==> src/hw/bfps_pkg.sv <==
// Constants, types and carriers for the buck fault-protection sequencer.
// Assumes a 20 MHz logic clock and a 400 kHz switching period.
package bfps_pkg;
	// ****************************************************************
	// Clock and switching period
	// ****************************************************************
	localparam int CLK_HZ = 20_000_000; // Logic clock rate
	localparam int CLK_NS = 50; // Logic clock period
	localparam int SW_HZ = 400_000; // Switching rate
	localparam int PER_CYC = CLK_HZ / SW_HZ; // Clocks per switching cycle
	localparam int DUTY_PCT = 80; // Maximum duty cycle
	localparam int DUTY_CYC = PER_CYC * DUTY_PCT / 100;
	localparam int DEAD_CYC = 2; // Dead time between drives
	localparam int BLANK_CYC = 2; // Settling after dead time before sensing
	localparam logic [5:0] PER_LAST = 6'(PER_CYC - 1);
	localparam logic [5:0] DUTY_MAX = 6'(DUTY_CYC);
	localparam logic [5:0] DEAD_T = 6'(DEAD_CYC);
	localparam logic [5:0] LS_END = 6'(PER_CYC - DEAD_CYC);
	localparam logic [5:0] OC_SAMP_OFS = 6'(DEAD_CYC + BLANK_CYC);
	// ****************************************************************
	// Protection limits
	// ****************************************************************
	localparam int OC_RUN = 4; // Consecutive events to shut down
	localparam int HIC_MAX = 3; // Overcurrent restarts before latch-off
	localparam logic [2:0] OC_LAST = 3'(OC_RUN - 1);
	localparam logic [1:0] HIC_LAST = 2'(HIC_MAX);
	localparam int UV_NS = 10_000; // Undervoltage detection delay
	localparam int UV_CYC = (UV_NS + CLK_NS - 1) / CLK_NS;
	localparam logic [7:0] UV_LAST = 8'(UV_CYC - 1);
	// ****************************************************************
	// Start-up timing
	// ****************************************************************
	localparam int DET_HZ = 6000; // Detection pulse rate
	localparam int DET_CYC = CLK_HZ / DET_HZ;
	localparam int DET_W_NS = 1000; // Detection pulse width
	localparam int DET_W_CYC = (DET_W_NS + CLK_NS - 1) / CLK_NS;
	localparam int DET_EDGES = 2; // Crossings that prove the supply
	localparam int DLY_NS = 100_000; // Delay from supply ready to soft start
	localparam int DLY_CYC = (DLY_NS + CLK_NS - 1) / CLK_NS;
	localparam int SS_NS = 3_000_000; // Soft-start duration
	localparam int SS_CYC = SS_NS / CLK_NS;
	localparam int HIC_NS = 1_000_000; // Hiccup off interval
	localparam int HIC_CYC = (HIC_NS + CLK_NS - 1) / CLK_NS;
	localparam int SS_STEPS = 256; // Ramp steps of the target
	localparam logic [15:0] DET_LAST = 16'(DET_CYC - 1);
	localparam logic [15:0] DET_W = 16'(DET_W_CYC);
	localparam logic [15:0] DLY_LAST = 16'(DLY_CYC - 1);
	localparam logic [1:0] DET_EDGE_LAST = 2'(DET_EDGES - 1);
	localparam logic [7:0] SS_TOP = 8'hFF;
	// ****************************************************************
	// Types
	// ****************************************************************
	typedef enum logic [5:0] {
		ST_DETECT = 6'h01,
		ST_DELAY = 6'h02,
		ST_SOFT = 6'h04,
		ST_RUN = 6'h08,
		ST_HICCUP = 6'h10,
		ST_LATCHED = 6'h20
	} bfps_state_t;
	// Comparator results from the analog front end
	typedef struct packed {
		logic sw_below_oc;
		logic sw_above_det;
		logic fdbk_low;
		logic over_temp;
	} bfps_pins_t;
endpackage : bfps_pkg

==> src/hw/bfps_top.sv <==
// Fault-protection sequencer and gate-drive gating for a synchronous buck.
// Comparator inputs are asynchronous; the duty request comes from logic on CLK.
`timescale 1ns/1ps
module bfps_top
	import bfps_pkg::*;
#(
	parameter int SS_CYCLES = SS_CYC,
	parameter int HICCUP_CYCLES = HIC_CYC
) (
	// Clock and power-on reset
	input wire logic CLK,
	input wire logic RST_N,
	// Duty request from the modulator
	input wire logic [5:0] DUTY_REQ,
	// Analog comparator results
	input wire logic SW_NODE_BELOW_OC,
	input wire logic SW_NODE_ABOVE_DET,
	input wire logic FEEDBACK_LEVEL_LOW,
	input wire logic DIE_OVER_TEMP,
	// Gate drives
	output logic HIGH_SIDE_GATE_DRIVE,
	output logic LOW_SIDE_GATE_DRIVE,
	// Soft-start regulation target
	output logic [7:0] SOFT_START_TARGET,
	// Status
	output logic OVERCURRENT_SHUTDOWN,
	output logic UNDERVOLTAGE_FAULT,
	output logic THERMAL_FAULT,
	output logic LATCHED_OFF,
	output logic SUPPLY_PRESENT
);
	// ****************************************************************
	// Declarations
	// ****************************************************************
	localparam logic [15:0] STEP_LAST = 16'(SS_CYCLES / SS_STEPS - 1); // Ramp step
	localparam logic [15:0] HIC_T_LAST = 16'(HICCUP_CYCLES - 1); // Off interval
	bfps_pins_t meta_ff; // First synchroniser stage
	bfps_pins_t sync_ff; // Second synchroniser stage
	bfps_state_t state_ff; // Sequencer state
	bfps_state_t nxt_state;
	logic [15:0] tmr_ff; // Per-state timer
	logic [5:0] per_ff; // Position in switching cycle
	logic [5:0] duty_ff; // Duty for this cycle
	logic [5:0] duty_src; // Clamped request
	logic [5:0] duty_eff; // Duty after soft-start limit
	logic skip_ff; // High pulse suppressed this cycle
	logic oc_hit_ff; // Overcurrent seen this cycle
	logic [2:0] oc_cnt_ff; // Consecutive overcurrent cycles
	logic [1:0] hic_ff; // Overcurrent restarts so far
	logic [7:0] uv_cnt_ff; // Feedback-low run length
	logic [7:0] ss_ff; // Soft-start target
	logic [1:0] det_cnt_ff; // Switch-node crossings seen
	logic det_prev_ff; // Last crossing comparator level
	logic hs_ff, ls_ff, ocs_ff, uvf_ff, thm_ff, lat_ff, sup_ff;
	logic sw_act; // Converter switching
	logic per_end; // Last clock of a switching cycle
	logic same; // No state change this clock
	logic det_fall; // Switch node fell below detect level
	logic oc_samp; // Overcurrent sample point
	logic oc_trip; // Overcurrent shutdown declared
	logic uv_trip; // Undervoltage fault recognised
	logic thm; // Over-temperature seen
	logic ss_step; // Soft-start ramp step
	logic hs_nxt, ls_nxt;
	// ****************************************************************
	// Input synchronisers
	// ****************************************************************
	// Two flops on every comparator result
	always_ff @(posedge CLK) begin
		if (!RST_N) begin
			meta_ff <= '0;
			sync_ff <= '0;
		end else begin
			meta_ff <= '{SW_NODE_BELOW_OC, SW_NODE_ABOVE_DET, FEEDBACK_LEVEL_LOW, DIE_OVER_TEMP};
			sync_ff <= meta_ff;
		end
	end
	// ****************************************************************
	// Decode
	// ****************************************************************
	// Qualifiers shared by the sequencer and drives
	always_comb begin
		sw_act = (state_ff == ST_SOFT) || (state_ff == ST_RUN);
		per_end = (per_ff == PER_LAST);
		same = (nxt_state == state_ff);
		det_fall = det_prev_ff && !sync_ff.sw_above_det;
		oc_samp = sw_act && ls_ff && (per_ff == duty_ff + OC_SAMP_OFS);
		oc_trip = sw_act && per_end && oc_hit_ff && (oc_cnt_ff == OC_LAST);
		uv_trip = (state_ff == ST_RUN) && sync_ff.fdbk_low && (uv_cnt_ff == UV_LAST);
		thm = sync_ff.over_temp;
		ss_step = (state_ff == ST_SOFT) && (tmr_ff == STEP_LAST);
		duty_src = (DUTY_REQ > DUTY_MAX) ? DUTY_MAX : DUTY_REQ;
		// Soft start caps duty with the ramping target
		if ((state_ff == ST_SOFT) && (ss_ff[7:2] < duty_src)) begin
			duty_eff = ss_ff[7:2];
		end else begin
			duty_eff = duty_src;
		end
	end
	// ****************************************************************
	// Sequencer
	// ****************************************************************
	// Next state; thermal first, then overcurrent, then the rest
	always_comb begin
		nxt_state = state_ff;
		if (thm) begin
			nxt_state = ST_LATCHED;
		end else if (oc_trip) begin
			// Latch after the last allowed restart
			nxt_state = (hic_ff == HIC_LAST) ? ST_LATCHED : ST_HICCUP;
		end else begin
			case (state_ff)
				ST_DETECT: begin
					if (det_fall && (det_cnt_ff == DET_EDGE_LAST)) begin
						nxt_state = ST_DELAY;
					end
				end
				ST_DELAY: begin
					if (tmr_ff == DLY_LAST) begin
						nxt_state = ST_SOFT;
					end
				end
				ST_SOFT: begin
					if (ss_step && (ss_ff == SS_TOP)) begin
						nxt_state = ST_RUN;
					end
				end
				ST_RUN: begin
					if (uv_trip) begin
						nxt_state = ST_HICCUP;
					end
				end
				ST_HICCUP: begin
					if (tmr_ff == HIC_T_LAST) begin
						nxt_state = ST_SOFT;
					end
				end
				ST_LATCHED: begin
					nxt_state = ST_LATCHED;
				end
				default: begin
					nxt_state = ST_DETECT;
				end
			endcase
		end
	end
	// State register
	always_ff @(posedge CLK) begin
		if (!RST_N) begin
			state_ff <= ST_DETECT;
		end else begin
			state_ff <= nxt_state;
		end
	end
	// State timer; restarts on every state change
	always_ff @(posedge CLK) begin
		if (!RST_N || !same) begin
			tmr_ff <= '0;
		end else if ((state_ff == ST_DETECT) && (tmr_ff == DET_LAST)) begin
			tmr_ff <= '0;
		end else if (ss_step) begin
			tmr_ff <= '0;
		end else if ((state_ff == ST_DELAY) || (state_ff == ST_HICCUP) ||
				(state_ff == ST_DETECT) || (state_ff == ST_SOFT)) begin
			tmr_ff <= tmr_ff + 16'h0001;
		end
	end
	// ****************************************************************
	// Supply detection
	// ****************************************************************
	// Count falling crossings while pulsing
	always_ff @(posedge CLK) begin
		if (!RST_N) begin
			det_prev_ff <= 1'b0;
			det_cnt_ff <= '0;
			sup_ff <= 1'b0;
		end else begin
			det_prev_ff <= sync_ff.sw_above_det;
			if (state_ff != ST_DETECT) begin
				det_cnt_ff <= '0;
			end else if (det_fall) begin
				det_cnt_ff <= det_cnt_ff + 2'h1;
			end
			if ((state_ff == ST_DETECT) && (nxt_state == ST_DELAY)) begin
				sup_ff <= 1'b1;
			end
		end
	end
	// ****************************************************************
	// Soft start
	// ****************************************************************
	// Target ramps from zero each time soft start is entered
	always_ff @(posedge CLK) begin
		if (!RST_N) begin
			ss_ff <= '0;
		end else if ((nxt_state == ST_SOFT) && (state_ff != ST_SOFT)) begin
			ss_ff <= '0;
		end else if ((state_ff == ST_HICCUP) || (state_ff == ST_LATCHED)) begin
			ss_ff <= '0;
		end else if (ss_step && (ss_ff != SS_TOP)) begin
			ss_ff <= ss_ff + 8'h01;
		end
	end
	// ****************************************************************
	// Switching cycle and current limit
	// ****************************************************************
	// Cycle position and duty latched at each cycle start
	always_ff @(posedge CLK) begin
		if (!RST_N || !sw_act || !same) begin
			per_ff <= '0;
			duty_ff <= '0;
		end else if (per_end) begin
			per_ff <= '0;
			duty_ff <= duty_eff;
		end else begin
			per_ff <= per_ff + 6'h01;
		end
	end
	// Overcurrent sampling, pulse skipping and run count
	always_ff @(posedge CLK) begin
		if (!RST_N || !sw_act) begin
			oc_hit_ff <= 1'b0;
			skip_ff <= 1'b0;
			oc_cnt_ff <= '0;
		end else if (per_end) begin
			oc_hit_ff <= 1'b0;
			skip_ff <= oc_hit_ff;
			oc_cnt_ff <= oc_hit_ff ? oc_cnt_ff + 3'h1 : 3'h0;
		end else if (oc_samp && sync_ff.sw_below_oc) begin
			oc_hit_ff <= 1'b1;
		end
	end
	// Restart count; only power-on reset clears it
	always_ff @(posedge CLK) begin
		if (!RST_N) begin
			hic_ff <= '0;
		end else if (oc_trip && !thm && (hic_ff != HIC_LAST)) begin
			hic_ff <= hic_ff + 2'h1;
		end
	end
	// ****************************************************************
	// Undervoltage
	// ****************************************************************
	// Run length of low feedback, only while regulating
	always_ff @(posedge CLK) begin
		if (!RST_N || (state_ff != ST_RUN) || !sync_ff.fdbk_low) begin
			uv_cnt_ff <= '0;
		end else if (uv_cnt_ff != UV_LAST) begin
			uv_cnt_ff <= uv_cnt_ff + 8'h01;
		end
	end
	// ****************************************************************
	// Gate drives and status
	// ****************************************************************
	// Drives go low in any clock that changes state
	always_comb begin
		hs_nxt = 1'b0;
		ls_nxt = 1'b0;
		if (same && (state_ff == ST_DETECT)) begin
			hs_nxt = (tmr_ff < DET_W);
		end else if (same && sw_act) begin
			hs_nxt = !skip_ff && (per_ff < duty_ff);
			ls_nxt = (per_ff >= duty_ff + DEAD_T) && (per_ff < LS_END);
		end
	end
	// Registered drives and status outputs
	always_ff @(posedge CLK) begin
		if (!RST_N) begin
			hs_ff <= 1'b0;
			ls_ff <= 1'b0;
			ocs_ff <= 1'b0;
			uvf_ff <= 1'b0;
			thm_ff <= 1'b0;
			lat_ff <= 1'b0;
		end else begin
			hs_ff <= hs_nxt;
			ls_ff <= ls_nxt;
			ocs_ff <= oc_trip && !thm;
			uvf_ff <= uv_trip && !oc_trip && !thm;
			thm_ff <= thm_ff || thm;
			lat_ff <= (nxt_state == ST_LATCHED);
		end
	end
	assign HIGH_SIDE_GATE_DRIVE = hs_ff;
	assign LOW_SIDE_GATE_DRIVE = ls_ff;
	assign SOFT_START_TARGET = ss_ff;
	assign OVERCURRENT_SHUTDOWN = ocs_ff;
	assign UNDERVOLTAGE_FAULT = uvf_ff;
	assign THERMAL_FAULT = thm_ff;
	assign LATCHED_OFF = lat_ff;
	assign SUPPLY_PRESENT = sup_ff;
endmodule : bfps_top

==> config.mk <==
export PLATFORM = sky130hd
export DESIGN_NAME = bfps_top
export DESIGN_NICKNAME = d
export VERILOG_FILES = /design/src/hw/bfps_pkg.sv /design/src/hw/bfps_top.sv
export SDC_FILE = /design/constraint.sdc
export NUM_CORES = 1
export LEC_CHECK = 0
export ABC_CLOCK_PERIOD_IN_PS = 4700
export BUFFER_PORTS_ARGS = -buffer_cell sky130_fd_sc_hd__buf_2
export CAP_MARGIN = 40
export CORE_MARGIN = 4
export CORE_UTILIZATION = 60
export DETAILED_ROUTE_END_ITERATION = 7
export GPL_TIMING_DRIVEN = 0
export PLACE_DENSITY = 0.79
export SETUP_SLACK_MARGIN = 0.5
export SLEW_MARGIN = 0
export SYNTH_ARGS = -nofsm -noshare
export SYNTH_HDL_FRONTEND = slang
export SYNTH_SLANG_ARGS = --single-unit
==> constraint.sdc <==
create_clock -name CLK -period 4.7 [get_ports CLK]
set_clock_uncertainty 0.15 [all_clocks]
set_input_delay 0.235 -clock CLK [delete_from_list [all_inputs] [get_ports CLK]]
set_output_delay 0.235 -clock CLK [all_outputs]
set_load 0.005 [all_outputs]
Yosys cells after proc, flatten, opt, wreduce, memory -nomap -nowiden
Cells that the tools add are included.

storage, ports and cells
  logic and storage cells = 135
  output and inout port bits = 15
  bits in registers = 75
  bits in latches = 0
  bits in read-only memories = 0
  bits in writable memories = 0
  memories = 0

cells by class
  multiplexer cells = 14
  divide/modulo/power cells = 0
  bitwise gates (word level) = 2
  equality and inequality tests = 27
  order comparisons = 6
  $mul = 0
  shift-type cells = 0
  reduce and logical (&&, ||, !) cells = 50
  $add $sub $neg = 9

operators with widths
  cell                                                                     count
  6-bit 2-to-1 mux                                                         10
  6-bit case mux with 6 select lines                                       1
  1-bit logical AND                                                        25
  6-bit equality test, second input constant                               3
  16-bit by 1-bit adder with 16-bit output, second input constant          1
  8-bit by 1-bit adder with 8-bit output, second input constant            2
  16-bit by 11-bit equality test with 1-bit output, second input constant  1
  16-bit by 12-bit equality test with 1-bit output, second input constant  1
  16-bit by 15-bit equality test with 1-bit output, second input constant  1
  16-bit by 8-bit equality test with 1-bit output, second input constant   1
  8-bit equality test, second input constant                               2
  16-bit by 5-bit < comparator with 1-bit output, second input constant    1
  8-bit != test, second input constant                                     2
  6-bit by 2-bit equality test with 1-bit output, second input constant    2
  6-bit by 3-bit equality test with 1-bit output, second input constant    2
  6-bit equality test                                                      2
  6-bit < comparator                                                       2
  1-bit logical OR                                                         11
  3-bit OR reduction                                                       3
  1-bit logical NOT                                                        8
  6-bit by 1-bit adder with 6-bit output, second input constant            1
  6-bit by 2-bit adder with 6-bit output, second input constant            1
  6-bit by 3-bit adder with 6-bit output, second input constant            1
  6-bit by 1-bit equality test with 1-bit output, second input constant    1
  other kinds (18)                                                         23

Longest topological paths before layout
  word-level depth = 11
  gate-level depth with buffers = 11
  depth with buffers taken out = 9

Least setup slack after synthesis
OpenSTA, ideal clock, no wires.

  path kind = register to register
  start = register per_ff[0]
  end = register tmr_ff[11]
  arrival time = 3.234 ns
  required time = 4.472 ns
  stages on the path, launching flop included = 11
  buffers on the path = 2
  period minus slack after synthesis = 3.462 ns
  library setup time = 0.078 ns
  slack = 1.238 ns
  cell sequence = dfxtp_1 ha_1 or3b_2 nor2_1 nand4_1 mux2i_1 a2111o_1 or4_1 buf_6 buf_12 nor3_4

on the way
  word-level cells in the longest chain between the ends = 10

ends and longest elaborated chain
  what                                 line             source
  from (decl)                          bfps_top.sv:42   logic [5:0] per_ff;
  from (signal assigned)               bfps_top.sv:216  per_ff <= per_ff + 6'h01;
  6-bit equality test                  bfps_top.sv:84   per_end = (per_ff == PER_LAST);
  1-bit logical AND (3 in a row)       bfps_top.sv:88   oc_trip = sw_act && per_end && oc_hit_ff && (oc_cnt_ff == OC_LAST);
  6-bit 2-to-1 mux                     bfps_top.sv:108  end else if (oc_trip) begin
  6-bit 2-to-1 mux                     bfps_top.sv:106  if (thm) begin
  6-bit equality test                  bfps_top.sv:85   same = (nxt_state == state_ff);
  1-bit logical NOT                    bfps_top.sv:157  if (!RST_N || !same) begin
  1-bit logical OR                     bfps_top.sv:157
  3-bit OR reduction (no source line)  n/a
  to (signal assigned)                 bfps_top.sv:165  tmr_ff <= tmr_ff + 16'h0001;
  to (decl)                            bfps_top.sv:41   logic [15:0] tmr_ff;

Every way passes these cells.
A chain may end at the register's enable or synchronous reset.

Worst setup path in the final report
  start = register per_ff[0]
  end = register tmr_ff[8]

The elaborated chain is that of the path after synthesis.

==> summary.txt <==
Run status
  – Status: finished clean

Clock tree
  – Root Buffer: clkbuf_8
  – H-tree levels: 3
  – Clock sinks: 75
  – Clock-pin transition on the worst setup and hold timing paths: 0.08 ns
  – CTS max path bufs: 2
  – CTS Buf Count: 9
  – Worst skew pair latency: 0.36 ns
  – Post-CTS Setup Repair Bufs: 0
  – CTS tree: done

Final layout
  – Final Instance Area: 4620 um^2
  – Layout cells sized above 1: 11.1%
  – FILL cells: 564
  – Area grow syn2layout: 11.1%
  – Commonest non-fill, non-tap cell in the layout: dfxtp_1
  – Commonest cells after routing, fill and taps aside: dfxtp_1, nor2_1, nand2_1, ha_1
  – Final nets: 569
  – Finished Layout Cells: 612
  – Post-Route Utilization: 68.4%
  – N_diodes: 0

Setup path
  – Critical Path Sink Type: flip-flop
  – R2R Path Start: per_ff[0]
  – Reg2reg end: tmr_ff[8]
  – Reg2reg path depth: 10
  – Worst Path Arrival: 3.96 ns
  – CP max FO: 10
  – CP Launch Point: per_ff[0]
  – CP Capture Point: tmr_ff[8]
  – Flop2flop setup slack: 0.87 ns
  – Worst EP required: 4.83 ns
  – Setup crit start kind: flip-flop
  – Class of the most critical setup path: reg2reg

Placed design
  – HPWL after DPL: 6.64 mm
  – RD Place Congestion: 1.02
  – Dpl cell area: 4390 um^2
  – Dpl cells: 593
  – Place WS: 0.684 ns
  – I/O Buffers: 25

GRT
  – Largest net degree at the start of global routing: 13
  – Grt ovf: 0
  – Vias in the first global route: 3619
  – Total GRT Usage: 23.1%
  – Antenna violations before repair: 0
  – First-pass GRT wire length: 15.9 mm

Logic synthesis
  – Synth Flop Type: dfxtp_1
  – Asr flop ratio synth: 0%
  – Area leader, netlist: dfxtp_1
  – Synth top area share: 36.1%
  – Register area share after synthesis: 36.1%
  – Mapped cell area: 4160 um^2
  – Number of synthesized register bits: 75
  – Synth area leaders: dfxtp_1, ha_1, xnor2_1, nor2_1, xor2_1
  – Avg Cell Area, Syn: 8.55 um^2
  – YS warnings: 0
  – Netlist cell types: 63
  – Post-synth EDFFs: 0
  – Syn_nets: 527
  – Post-Syn Instances: 486

Timing
  – RSZ-0062 raised after global routing: false
  – Least-Margin Pin Slew: 0.845 ns
  – WHS: 0.149 ns
  – Min cycle time layout: 3.83 ns
  – Hold Violations, Final: 0
  – Final setup vio count: 0
  – Slew Limit Fails: 0
  – Fin worst setup slack: 0.873 ns
  – Fmax: 261 MHz
  – Total negative slack: 0 ns
  – Rel. slew slack: 43.5%
  – Fin crit share: 81.4%

Flow run
  – Max cap viols: 0

Drt
  – DRC Markers: 0
  – Via/cell ratio: 5.89
  – Routed vias: 3605
  – WL per Instance: 14.5 um
  – Initial DRC Count: 165
  – Total routed wirelength: 8.86 mm
  – Antenna Nets Post-Route: 0
  – Drt first pass iters: 6

Hold path
  – Worst hold path class: in2reg
  – Hold_sp: RST_N

Pwr
  – Lkg Pwr: 1.79 nW
  – Total power: 1.19 mW
  – Power Dens Cells: 257 nW/um^2
  – VDD IR max: 0.142 mV

Die
  – Chip height: 91.2 um
  – Die ar.: 8320 um^2
  – Initial Util: 61.5%
  – Site Rows: 30
  – I/O pin cnt: 27
  – Core ar.: 6760 um^2
  – Die Wd: 91.2 um
[registers in the layout, summed over array words and instances, names as in the netlist, 3 cells and up]
signal             count
oc_cnt_ff              3
meta_ff                4
tmr_ff                16
duty_ff                6
state_ff               6
uv_cnt_ff              8
per_ff                 6
SOFT_START_TARGET      8
sync_ff                3
[power breakdown]
part / switching, mW / leakage [nW] / internal [mW]
Sequential: 0.00667 / 0.607 / 0.643
Clock: 0.231 / 0.0881 / 0.240
Combinational: 0.0378 / 1.09 / 0.0301
Total: 0.275 / 1.79 / 0.914
[synthesized netlist by cell type, drive strengths merged (6+ instances only)]
cell type	number
dfxtp	75
a21oi	18
ha	29
xor2	19
nand2	34
nor4	7
xnor2	25
nor2	58
nor3	29
inv	21
clkbuf	14
a211oi	10
and3	6
o21ai	12
nand3	25
o211ai	6
and2	13
nand4	10
[cell type report]
| class | count | area (um^2) | share of cell area, % |
|---|---|---|---|
| clock buffer | 10 | 128 | 2.76 |
| multi-input combinational | 370 | 2470 | 53.5 |
| sequential | 75 | 1500 | 32.5 |
| inverter | 22 | 82.6 | 1.79 |
| clock inverter | 5 | 55.1 | 1.19 |
| timing repair buffer | 31 | 176 | 3.82 |
| buffer | 19 | 104 | 2.25 |
| tap | 80 | 100 | 2.17 |
[critical path: stages (launching register included)]
cell      delay, ns
dfxtp_1        0.40
ha_1           0.16
or3b_2         0.51
nor2_2         0.36
nand4_1        0.35
mux2i_1        0.21
a2111o_1       0.54
or4_1          0.61
buf_6          0.17
buf_12         0.14
nor3_2         0.15
[how the worst min path moves through the flow]
| stage | endpoint | slack, ns | cells past startpoint |
|---|---|---|---|
| floorplan | meta_ff[0] | 0.21 | 1 |
| global placement | sync_ff[2] | 0.26 | 1 |
| detailed placement | sync_ff[1] | 0.28 | 1 |
| CTS | duty_ff[0] | 0.15 | 5 |
| global route | duty_ff[0] | 0.18 | 5 |
| finish | det_cnt_ff[0] | 0.15 | 3 |
[cells by family (layout without fill, tap and decap cells)]
group	count (synthesis)	count (layout)	synth area share [%]
buf+inv	41	87	4.49
fa+ha+maj	29	29	8.73
compound gates	73	73	12.3
flops	75	75	36.1
mux	5	5	1.20
simple gates	219	219	27.9
xor+xnor	44	44	9.27
[metal layers]
| metal | routed length (um) | part of all wire (%) | track usage, % | up-vias |
|---|---|---|---|---|
| li1 | - | - | - | 1810 |
| met1 | 4010 | 45 | 28.2 | 1675 |
| met2 | 4270 | 48 | 38.9 | 99 |
| met3 | 406 | 4.6 | 4.81 | 21 |
| met4 | 180 | 2.0 | 10.6 | 0 |
| met5 | 0 | 0 | 0 | - |
[what timing repair did]
action,CTS,global route
setup endpoints to repair,0,17
gates resized for setup,0,1
hold endpoints to repair,4,0
hold buffers,4,0
Power figures use the tool's default switching activity.
